File: src/rtl/usb_regs_pkg.sv
// Package for the USB error, status and control register slice.
// Assumes an APB master on pclk and a USB core that reports events as pulses.
package usb_regs_pkg;

   // ==========================================================
   // Register byte offsets on the APB bus
   localparam logic [7:0] ERR_EN_OFFSET  = 8'h00;
   localparam logic [7:0] STATUS_OFFSET  = 8'h04;
   localparam logic [7:0] CONTROL_OFFSET = 8'h08;
   localparam logic [7:0] MAIN_IE_OFFSET = 8'h0C;
   localparam logic [7:0] MAIN_IF_OFFSET = 8'h10;

   // ==========================================================
   // Widths and reset values
   localparam int unsigned   ADDR_W        = 8;
   localparam int unsigned   DATA_W        = 32;
   localparam int unsigned   FIELD_W       = 8;
   localparam logic [7:0]    ERR_EN_RESET  = 8'h00;
   localparam logic [31:0]   READ_ZERO     = 32'h0000_0000;
   localparam logic [23:0]   UPPER_ZERO    = 24'h00_0000;

   // ==========================================================
   // Error enable bit positions
   localparam int unsigned STUFF_BIT      = 7;
   localparam int unsigned MATRIX_BIT     = 6;
   localparam int unsigned DMA_BIT        = 5;
   localparam int unsigned TURNAROUND_BIT = 4;
   localparam int unsigned FIELD_SIZE_BIT = 3;
   localparam int unsigned DATA_CRC_BIT   = 2;
   localparam int unsigned SHARED_BIT     = 1;
   localparam int unsigned PID_CHECK_BIT  = 0;

   // ==========================================================
   // Status, control and main register bit positions
   localparam int unsigned STAT_EP_LSB     = 4;
   localparam int unsigned STAT_DIR_BIT    = 3;
   localparam int unsigned STAT_BANK_BIT   = 2;
   localparam int unsigned CTRL_J_BIT      = 7;
   localparam int unsigned CTRL_SE0_BIT    = 6;
   localparam int unsigned CTRL_HOLD_BIT   = 5;
   localparam int unsigned MAIN_ERR_IE_BIT = 1;
   localparam int unsigned TOKEN_DONE_BIT  = 3;

   // ==========================================================
   // Completion queue shape
   localparam int unsigned FIFO_DEPTH = 4;
   localparam int unsigned PTR_W      = 2;
   localparam int unsigned CNT_W      = 3;
   localparam int unsigned ENTRY_W    = 6;
   localparam logic [2:0]  FIFO_FULL  = 3'h4;
   localparam logic [2:0]  CNT_ZERO   = 3'h0;
   localparam logic [2:0]  CNT_ONE    = 3'h1;
   localparam logic [1:0]  PTR_ONE    = 2'h1;

endpackage

File: src/rtl/usb_error_status_control_regs.sv
// Error interrupt mask, transfer status queue and control upper bits.
// Assumes an APB master on pclk, error flags held by a neighbour register,
// and line states arriving asynchronously from the transceiver.
//
// Function
// - Bit 7 enables bit stuff error
// - Bit 6 enables bus matrix error
// - Bit 5 enables DMA error
// - Bit 4 enables turnaround time-out error
// - Bit 3 enables field size error
// - Bit 2 enables data CRC error
// - Device mode: bit 1 enables token CRC
// - Host mode: bit 1 enables frame end
// - Bit 0 enables PID check error
// - Main error enable qualifies combined interrupt
// - Bits 31 to 8 read zero
// - Status bits 7-4 give endpoint
// - Status bit 3 gives transmit direction
// - Bit 2 odd bank; bits 1-0 zero
// - Status shows head of four-deep queue
// - Status valid only while token done set
// - Clearing token done pops the queue
// - Control bit 7 shows live J state
// - Control bit 6 shows live SE0
// - Device: bit 5 holds processing, set on SETUP
// - Host: bit 5 shows token busy
`timescale 1ns/100ps
module usb_error_status_control_regs (
   input  wire logic                              pclk,
   input  wire logic                              presetn,
   input  wire logic                              psel,
   input  wire logic                              penable,
   input  wire logic                              pwrite,
   input  wire logic [usb_regs_pkg::ADDR_W-1:0]   paddr,
   input  wire logic [usb_regs_pkg::DATA_W-1:0]   pwdata,
   input  wire logic [3:0]                        pstrb,
   output logic      [usb_regs_pkg::DATA_W-1:0]   prdata,
   output logic                                   pready,
   output logic                                   pslverr,
   input  wire logic                              host_mode,
   input  wire logic                              stuff_err_flag,
   input  wire logic                              matrix_err_flag,
   input  wire logic                              dma_err_flag,
   input  wire logic                              turnaround_err_flag,
   input  wire logic                              field_size_err_flag,
   input  wire logic                              data_crc_err_flag,
   input  wire logic                              token_crc_err_flag,
   input  wire logic                              frame_end_err_flag,
   input  wire logic                              pid_check_err_flag,
   input  wire logic                              xfer_done,
   input  wire logic [3:0]                        xfer_endpoint,
   input  wire logic                              xfer_tx,
   input  wire logic                              xfer_odd,
   input  wire logic                              setup_rx,
   input  wire logic                              token_busy,
   input  wire logic                              line_j,
   input  wire logic                              line_se0,
   output logic                                   error_irq,
   output logic                                   combined_usb_irq,
   output logic                                   packet_processing_hold,
   output logic                                   token_done_flag,
   output logic                                   status_fifo_full
);
   import usb_regs_pkg::*;

   // ==========================================================
   // Helpers
   function automatic logic addr_is(input logic [ADDR_W-1:0] a,
                                    input logic [ADDR_W-1:0] offs);
      addr_is = (a == offs);
   endfunction

   function automatic logic addr_mapped(input logic [ADDR_W-1:0] a);
      addr_mapped = addr_is(a, ERR_EN_OFFSET) | addr_is(a, STATUS_OFFSET) |
                    addr_is(a, CONTROL_OFFSET) | addr_is(a, MAIN_IE_OFFSET) |
                    addr_is(a, MAIN_IF_OFFSET);
   endfunction

   // ==========================================================
   // State
   logic [FIELD_W-1:0]  err_en;
   logic [FIELD_W-1:0]  next_err_en;
   logic                main_error_irq_en;
   logic                next_main_error_irq_en;
   logic                next_hold;
   logic                next_token_done;
   logic                next_error_irq;
   logic                next_combined_irq;
   logic [ENTRY_W-1:0]  fifo_mem [FIFO_DEPTH];
   logic [ENTRY_W-1:0]  next_entry;
   logic [PTR_W-1:0]    wr_ptr;
   logic [PTR_W-1:0]    next_wr_ptr;
   logic [PTR_W-1:0]    rd_ptr;
   logic [PTR_W-1:0]    next_rd_ptr;
   logic [CNT_W-1:0]    count;
   logic [CNT_W-1:0]    next_count;
   logic [DATA_W-1:0]   next_prdata;
   logic                j_s1;
   logic                j_s2;
   logic                j_s3;
   logic                live_j_state;
   logic                next_live_j;
   logic                se0_s1;
   logic                se0_s2;
   logic                se0_s3;
   logic                live_single_ended_zero;
   logic                next_live_se0;
   logic [FIELD_W-1:0]  flags;
   logic [ENTRY_W-1:0]  head;
   logic                wr_acc;
   logic                setup_phase;
   logic                push;
   logic                pop;
   logic [FIELD_W-1:0]  status_view;
   logic [FIELD_W-1:0]  control_view;

   // ==========================================================
   // Flag vector, shared bit follows the mode
   assign flags[STUFF_BIT]      = stuff_err_flag;
   assign flags[MATRIX_BIT]     = matrix_err_flag;
   assign flags[DMA_BIT]        = dma_err_flag;
   assign flags[TURNAROUND_BIT] = turnaround_err_flag;
   assign flags[FIELD_SIZE_BIT] = field_size_err_flag;
   assign flags[DATA_CRC_BIT]   = data_crc_err_flag;
   assign flags[SHARED_BIT]     = host_mode ? frame_end_err_flag
                                            : token_crc_err_flag;
   assign flags[PID_CHECK_BIT]  = pid_check_err_flag;

   // ==========================================================
   // APB decode; zero wait states, so pready is tied high
   assign pready      = 1'b1;
   assign pslverr     = psel & penable & ~addr_mapped(paddr);
   assign setup_phase = psel & ~penable;
   assign wr_acc      = psel & penable & pwrite & pstrb[0];
   assign head        = fifo_mem[rd_ptr];

   // Stale entries hidden while the queue is empty
   assign status_view = (count != CNT_ZERO) ?
                        {head, 2'b00} : 8'h00;
   assign control_view = {live_j_state,
                          live_single_ended_zero,
                          host_mode ? token_busy
                                    : packet_processing_hold,
                          5'b0_0000};

   // ==========================================================
   // Register, queue and interrupt next values
   always_comb begin
      next_err_en            = err_en;
      next_main_error_irq_en = main_error_irq_en;
      next_hold              = packet_processing_hold;
      next_prdata            = prdata;
      if (wr_acc && addr_is(paddr, ERR_EN_OFFSET)) begin
         next_err_en = pwdata[FIELD_W-1:0];
      end
      if (wr_acc && addr_is(paddr, MAIN_IE_OFFSET)) begin
         next_main_error_irq_en = pwdata[MAIN_ERR_IE_BIT];
      end
      if (wr_acc && addr_is(paddr, CONTROL_OFFSET)) begin
         next_hold = pwdata[CTRL_HOLD_BIT];
      end
      // A SETUP arriving with a clear still holds the core
      if (setup_rx) begin
         next_hold = 1'b1;
      end
      if (host_mode) begin
         next_hold = 1'b0;
      end

      // Read data latched in setup so it is stable through access
      if (setup_phase) begin
         next_prdata = READ_ZERO;
         if (addr_is(paddr, ERR_EN_OFFSET)) begin
            next_prdata = {UPPER_ZERO, err_en};
         end else if (addr_is(paddr, STATUS_OFFSET)) begin
            next_prdata = {UPPER_ZERO, status_view};
         end else if (addr_is(paddr, CONTROL_OFFSET)) begin
            next_prdata = {UPPER_ZERO, control_view};
         end else if (addr_is(paddr, MAIN_IE_OFFSET)) begin
            next_prdata = READ_ZERO;
            next_prdata[MAIN_ERR_IE_BIT] = main_error_irq_en;
         end else if (addr_is(paddr, MAIN_IF_OFFSET)) begin
            next_prdata = READ_ZERO;
            next_prdata[TOKEN_DONE_BIT] = token_done_flag;
         end
      end

      // Queue: full queue drops only if no pop frees a slot
      pop  = wr_acc & addr_is(paddr, MAIN_IF_OFFSET) &
             pwdata[TOKEN_DONE_BIT] & token_done_flag;
      push = xfer_done & ((count != FIFO_FULL) | pop);
      next_entry  = {xfer_endpoint, xfer_tx, xfer_odd};
      next_wr_ptr = push ? wr_ptr + PTR_ONE : wr_ptr;
      next_rd_ptr = pop ? rd_ptr + PTR_ONE : rd_ptr;
      next_count  = count;
      if (push && !pop) begin
         next_count = count + CNT_ONE;
      end else if (pop && !push) begin
         next_count = count - CNT_ONE;
      end

      // Flag re-asserts at once when entries remain after a pop
      if (pop) begin
         next_token_done = (next_count != CNT_ZERO);
      end else begin
         next_token_done = token_done_flag | (count != CNT_ZERO);
      end

      next_error_irq    = |(flags & err_en);
      next_combined_irq = next_error_irq & main_error_irq_en;

      // Three-stage sampling; a change counts once stages two and three agree
      next_live_j   = (j_s2 == j_s3) ? j_s3 : live_j_state;
      next_live_se0 = (se0_s2 == se0_s3) ? se0_s3 : live_single_ended_zero;
   end

   // ==========================================================
   // Registers
   always_ff @(posedge pclk or negedge presetn) begin
      if (!presetn) begin
         err_en                 <= ERR_EN_RESET;
         main_error_irq_en      <= 1'b0;
         packet_processing_hold <= 1'b0;
         token_done_flag        <= 1'b0;
         error_irq              <= 1'b0;
         combined_usb_irq       <= 1'b0;
         wr_ptr                 <= '0;
         rd_ptr                 <= '0;
         count                  <= CNT_ZERO;
         prdata                 <= READ_ZERO;
         j_s1                   <= 1'b0;
         j_s2                   <= 1'b0;
         j_s3                   <= 1'b0;
         live_j_state           <= 1'b0;
         se0_s1                 <= 1'b0;
         se0_s2                 <= 1'b0;
         se0_s3                 <= 1'b0;
         live_single_ended_zero <= 1'b0;
      end else begin
         err_en                 <= next_err_en;
         main_error_irq_en      <= next_main_error_irq_en;
         packet_processing_hold <= next_hold;
         token_done_flag        <= next_token_done;
         error_irq              <= next_error_irq;
         combined_usb_irq       <= next_combined_irq;
         wr_ptr                 <= next_wr_ptr;
         rd_ptr                 <= next_rd_ptr;
         count                  <= next_count;
         prdata                 <= next_prdata;
         j_s1                   <= line_j;
         j_s2                   <= j_s1;
         j_s3                   <= j_s2;
         live_j_state           <= next_live_j;
         se0_s1                 <= line_se0;
         se0_s2                 <= se0_s1;
         se0_s3                 <= se0_s2;
         live_single_ended_zero <= next_live_se0;
      end
   end

   // Storage without reset; entries are hidden while the queue is empty
   always_ff @(posedge pclk) begin
      if (push) begin
         fifo_mem[wr_ptr] <= next_entry;
      end
   end

   assign status_fifo_full = (count == FIFO_FULL);
endmodule

File: config.mk
export PLATFORM = sky130hd
export DESIGN_NAME = usb_error_status_control_regs
export DESIGN_NICKNAME = d
export VERILOG_FILES = /design/src/rtl/usb_regs_pkg.sv /design/src/rtl/usb_error_status_control_regs.sv
export SDC_FILE = /design/constraint.sdc
export NUM_CORES = 1
export LEC_CHECK = 0
export ABC_AREA = 1
export BUFFER_PORTS_ARGS = -buffer_cell sky130_fd_sc_hd__buf_2
export CORE_MARGIN = 5
export CORE_UTILIZATION = 35
export DETAILED_ROUTE_END_ITERATION = 12
export GPL_TIMING_DRIVEN = 0
export SETUP_SLACK_MARGIN = 0.2
export SLEW_MARGIN = 20
export SYNTH_ARGS = -nofsm -noshare
export SYNTH_HDL_FRONTEND = slang
export SYNTH_SLANG_ARGS = --single-unit
File: constraint.sdc
create_clock -name pclk -period 3 [get_ports pclk]
set_input_delay 0.15 -clock pclk [delete_from_list [all_inputs] [get_ports pclk]]
set_output_delay 0.15 -clock pclk [all_outputs]
set_load 0.1 [all_outputs]
Word level (Yosys, flattened, before mapping). Memory sizes are Yosys's and may differ from the RTL's. Cells that the tools add are included.

Shift-type cells: 0. Add/sub/neg operators: 4. Bitwise logic cells: 19. Reduce and logical (&&, ||, !) cells: 12. Multiplexer cells: 16. $mul: 0. Div/mod/pow operators: 0. Order comparisons: 0. Equal/unequal tests: 8.

Operators with widths (number): 2-to-1 mux 8 bit (4); equality test 8 x 4 -> 1 bit (second input constant) (2); bitwise AND 1 bit (10); nonzero test 3 bit (3); bitwise AND 8 bit (1); equality test 8 x 3 -> 1 bit (second input constant) (1); equality test 8 x 5 -> 1 bit (second input constant) (1); zero test 8 bit (1); 2-to-1 mux 1 bit (8); 2-to-1 mux 4 bit (2); OR reduction 8 bit (1); 2-to-1 mux 3 bit (2); bitwise OR 1 bit (6); logical AND 1 bit (5); adder 2 x 1 -> 2 bit (second input constant) (2); adder 3 x 1 -> 3 bit (second input constant) (1); equality test 3 bit (second input constant) (1); inequality test 3 bit (second input constant) (1); subtractor 3 x 1 -> 3 bit (second input constant) (1); equality test 1 bit (2); zero test 1 bit (2); NOT 1 bit (2).

Latch bits: 0. ROM bits: 0. Output and inout bits: 39. Word-level logic and storage cells: 78. Bits in registers: 60. Input bits: 70. Memories kept: 1. Memory bits (writable): 24.

Memory list: fifo_mem (depth 4, bits a word 6, read ports 1, clocked after memory_dff 0, write ports 1, RTL line usb_error_status_control_regs.sv:89) `logic [ENTRY_W-1:0] fifo_mem [FIFO_DEPTH];`.

Logic depth before layout (Yosys ltp).
Word-level depth: 14. Mapped depth: 12. Depth with buffers taken out: 12.

Worst setup path before layout. No wires, ideal clock.

Path kind: input port to output port. Start: input port paddr[4] (netlist bit). End: output port pslverr. Path slack: 0.270 ns. Arrival time: 2.580 ns. Stages: 5. Cells stage by stage: inv_1 > nor2_1 > nand2_2 > nor2_8 > nor3b_1.

Longest elaborated chain between the ends: 7. Elaborated cells on any way between the ends: 11. Those cells by class: eq/ne (4); bitwise (6); reduce/logical (1).

Ends and longest elaborated chain: start, declared (RTL line usb_error_status_control_regs.sv:34) `input wire logic [usb_regs_pkg::ADDR_W-1:0] paddr,`; equality test 8 x 3 -> 1 bit or zero test 8 bit (tied branches) (RTL line usb_error_status_control_regs.sv:70) `addr_is = (a == offs);`; bitwise OR 1 bit (2 in series) (RTL line usb_error_status_control_regs.sv:74) `addr_mapped = addr_is(a, ERR_EN_OFFSET) | addr_is(a, STATUS_OFFSET) |`; bitwise OR 1 bit (RTL line usb_error_status_control_regs.sv:75) `addr_is(a, CONTROL_OFFSET) | addr_is(a, MAIN_IE_OFFSET) |`; bitwise OR 1 bit (*) (RTL line usb_error_status_control_regs.sv:75); NOT 1 bit (*) (RTL line usb_error_status_control_regs.sv:132) `assign pslverr = psel & penable & ~addr_mapped(paddr);`; bitwise AND 1 bit (*) (RTL line usb_error_status_control_regs.sv:132); end, declared (RTL line usb_error_status_control_regs.sv:39) `output logic pslverr,`.

Mark *: on every way between the ends. The rest lies on a longest branch, timed or not.

Worst setup path after layout.
Start: register count[0]. End: memory fifo_mem[2][5], enable pin.

Longest elaborated chain between the ends: 5.

Ends and longest elaborated chain: start, declared (RTL line usb_error_status_control_regs.sv:95) `logic [CNT_W-1:0] count;`; start signal, assigned (RTL line usb_error_status_control_regs.sv:248) `count <= next_count;`; inequality test 3 bit (RTL line usb_error_status_control_regs.sv:191) `push = xfer_done & ((count != FIFO_FULL) | pop);`; bitwise OR 1 bit (RTL line usb_error_status_control_regs.sv:191); bitwise AND 1 bit (RTL line usb_error_status_control_regs.sv:191); 2-to-1 mux 1 bit (RTL line usb_error_status_control_regs.sv:263) `if (push) begin`; 2-to-1 mux 1 bit (implied by the code) (RTL line usb_error_status_control_regs.sv:264) `fifo_mem[wr_ptr] <= next_entry;`; end, declared (RTL line usb_error_status_control_regs.sv:89).

No other way between the ends.

==> results.json <==
{
  "ys.flop_type": "dfrtp_1",
  "routed_wl_um": 6230,
  "synthArstFlopShare": 0.600,
  "pin_count": 109,
  "reg2reg_from": "count[0]",
  "cts_max_path_buffers": 2,
  "cp-start-kind": "flip-flop",
  "num-nets-final": 454,
  "fin_crit_sh": 0.616,
  "peakVddDrop_mv": 0.347,
  "final_common_cell": "buf_2",
  "synth.avg_cell_area_um2": 10.4,
  "num_rows": 33,
  "synth_top_area_frac": 0.306,
  "rsz0062_at_grt": "no",
  "rrSetupSlack_ns": 1.15,
  "reg2regPathDepth": 5,
  "holdPathEnd": "fifo_mem[0][0]",
  "fin_skew_ns": 0.0117,
  "cts_buffers": 9,
  "netlist_instances": 283,
  "final_max_slew_viol_count": 0,
  "drt_iter0_drc": 85,
  "leakagePower_uw": 0.00181,
  "powerDensity_mw_per_mm2": 671,
  "synth_cell_types": 35,
  "holdPathStages": 1,
  "clk_latency_ns": 0.33,
  "crit_required_ns": 2.96,
  "synthToLayoutAreaGrowth_pct": 25.7,
  "htreeDepth": 3,
  "crit_slowest_cell": "nor2_1",
  "layout_common_cells": "buf_2, dfrtp_1, nand2_1",
  "drt_first_pass_iters": 4,
  "grt_use_total": 0.124,
  "grt_pass1_wl_um": 9860,
  "critical_path_class": "flip-flop to flip-flop",
  "routabilityCongestion": 0.806,
  "netlist_area_mm2": 0.00294,
  "vias": 2133,
  "ys_warn_count": 0,
  "fillers": 813,
  "ant_nets": 0,
  "holdWs_ns": 0.0386,
  "worst-path-buf-inv": 1,
  "ctsRootBufferMaster": "clkbuf_8",
  "path_cells": "inv_1 -> ha_1 -> nand2_1 -> o21ai_2 -> nor2_1",
  "cts_tree": "built",
  "post_synth_main_area_contributors": "dfrtp_1, edfxtp_1, buf_4",
  "clock-sinks": 60,
  "synth_edf_count": 24,
  "antenna_found_initial": 0,
  "cts_setup_buffers": 0,
  "initial_utilization": 0.358,
  "status": "finished, final reports clean",
  "ys_ff_latch": 60,
  "hold_viol": 0,
  "r2r-end": "fifo_mem[2][5]",
  "dpl.hpwl_um": 4750,
  "cp.arrival_ns": 1.81,
  "die_area_mm2": 0.0103,
  "die_h_um": 102,
  "grt_max_degree": 37,
  "cap_violations": 0,
  "finalSetupViolCount": 0,
  "min_from": "xfer_odd",
  "cp_slowest_stage_delay_ns": 0.48,
  "path_clk_slew_ns": 0.07,
  "fmax_mhz": 541,
  "end_kind": "flip-flop",
  "worst_pin_slew_ns": 0.805,
  "cts_hold_buf": 4,
  "chipWidth_um": 102,
  "route.detailed.drc": 0,
  "ys_seq_area_frac": 0.551,
  "period_needed_ns": 1.85,
  "core_area_mm2": 0.00822,
  "wl_per_cell_um": 12.8,
  "first_global_vias": 1984,
  "crit_family": "simple AND/OR/NAND/NOR gates",
  "hp-class": "primary input to flip-flop",
  "gr-total-overflow": 0,
  "portBuffers": 56,
  "relSlewSlack": 0.463,
  "critPathMaxFanout": 7,
  "yosys.area.top_type": "dfrtp_1",
  "vias_per_cell": 4.38,
  "drive_gt1_frac": 0.327,
  "tns_ns": 0,
  "post_cts_resize_count": 0,
  "diodes": 0
}
worst register-to-register path, stage by stage (launching register included):
cell and delay (ns):
dfrtp_1 0.37, inv_1 0.09, ha_1 0.22, nand2_1 0.17, o21ai_2 0.15, nor2_1 0.49
worst max path at each step:
stage / startpoint / endpoint / slack, ns / cells past startpoint
finish: count[0] / fifo_mem[2][5] / 1.15 / 5
CTS: count[0] / fifo_mem[2][5] / 1.10 / 5
global route: count[0] / fifo_mem[2][5] / 1.01 / 5
detailed placement: paddr[2] / fifo_mem[2][5] / 1.05 / 8
global placement: paddr[2] / fifo_mem[3][5] / 1.09 / 8
floorplan: paddr[4] / pslverr / 0.27 / 5
per-layer routing:
metal / track usage / wire length [um]
met4: 0.0389 / 48
met5: 0 / 0
met3: 0.0455 / 654
met1: 0.163 / 2790
met2: 0.192 / 2740
flip-flops by register name, indices dropped and copies added (netlist names), 2 cells and up:
| register | flops |
|---|---|
| wr_ptr | 2 |
| count | 3 |
| fifo_mem | 24 |
| prdata | 8 |
| err_en | 8 |
| rd_ptr | 2 |
where the power goes:
| group | switching, uW | leakage, uW | internal [uW] |
|---|---|---|---|
| registers | 52.7 | 0.000662 | 979 |
| logic | 501 | 0.00104 | 162 |
| clock network | 296 | 0.000107 | 489 |
through the flow:
step                area, um^2  worst slack, ns  cells  utilization  total power (uW)
finish                    3700             1.15    487        0.450              2480
floorplan                 3030            0.270    306            -              1570
detailed placement        3440             1.05    467        0.419              1710
CTS                       3700             1.10    487        0.450              2510
global placement          3440             1.09    467        0.419              1690
global route              3700             1.01    487        0.450              2600
cells in the mapped netlist (2+ instances only):
library cell	count
a31oi_1	2
o22ai_1	5
a22o_1	2
o21ai_0	19
nor2_1	30
a21oi_1	14
nand2_4	3
xor2_1	3
mux2_2	6
ha_1	7
clkbuf_1	2
nand4_1	4
buf_4	25
maj3_1	2
nand2_2	4
nor2_8	2
nand3_1	9
nor2_4	2
inv_1	27
dfrtp_1	36
conb_1	2
nor2_2	5
nand2_1	34
edfxtp_1	24
nand3_2	4
logic make-up after synthesis:
group	synth area share
AOI/OAI and AO/OA	0.0881
xor gates and xnor gates	0.00893
adders and majority gates	0.0366
buffers and inverters	0.102
DFF	0.551
muxes	0.0230
other	0.00255
and+or+nand+nor	0.188
final cells by class:
| cell class | count | area, um^2 | area share |
|---|---|---|---|
| Buffer | 27 | 195 | 0.0528 |
| Clock buffer | 12 | 145 | 0.0393 |
| Clock inverter | 4 | 72.6 | 0.0196 |
| Inverter | 28 | 105 | 0.0284 |
| Multi-Input combinational cell | 191 | 1110 | 0.299 |
| Sequential cell | 60 | 1620 | 0.439 |
| Tap cell | 105 | 131 | 0.0355 |
| Timing Repair Buffer | 60 | 320 | 0.0866 |
(Power assumes the default switching activity.)
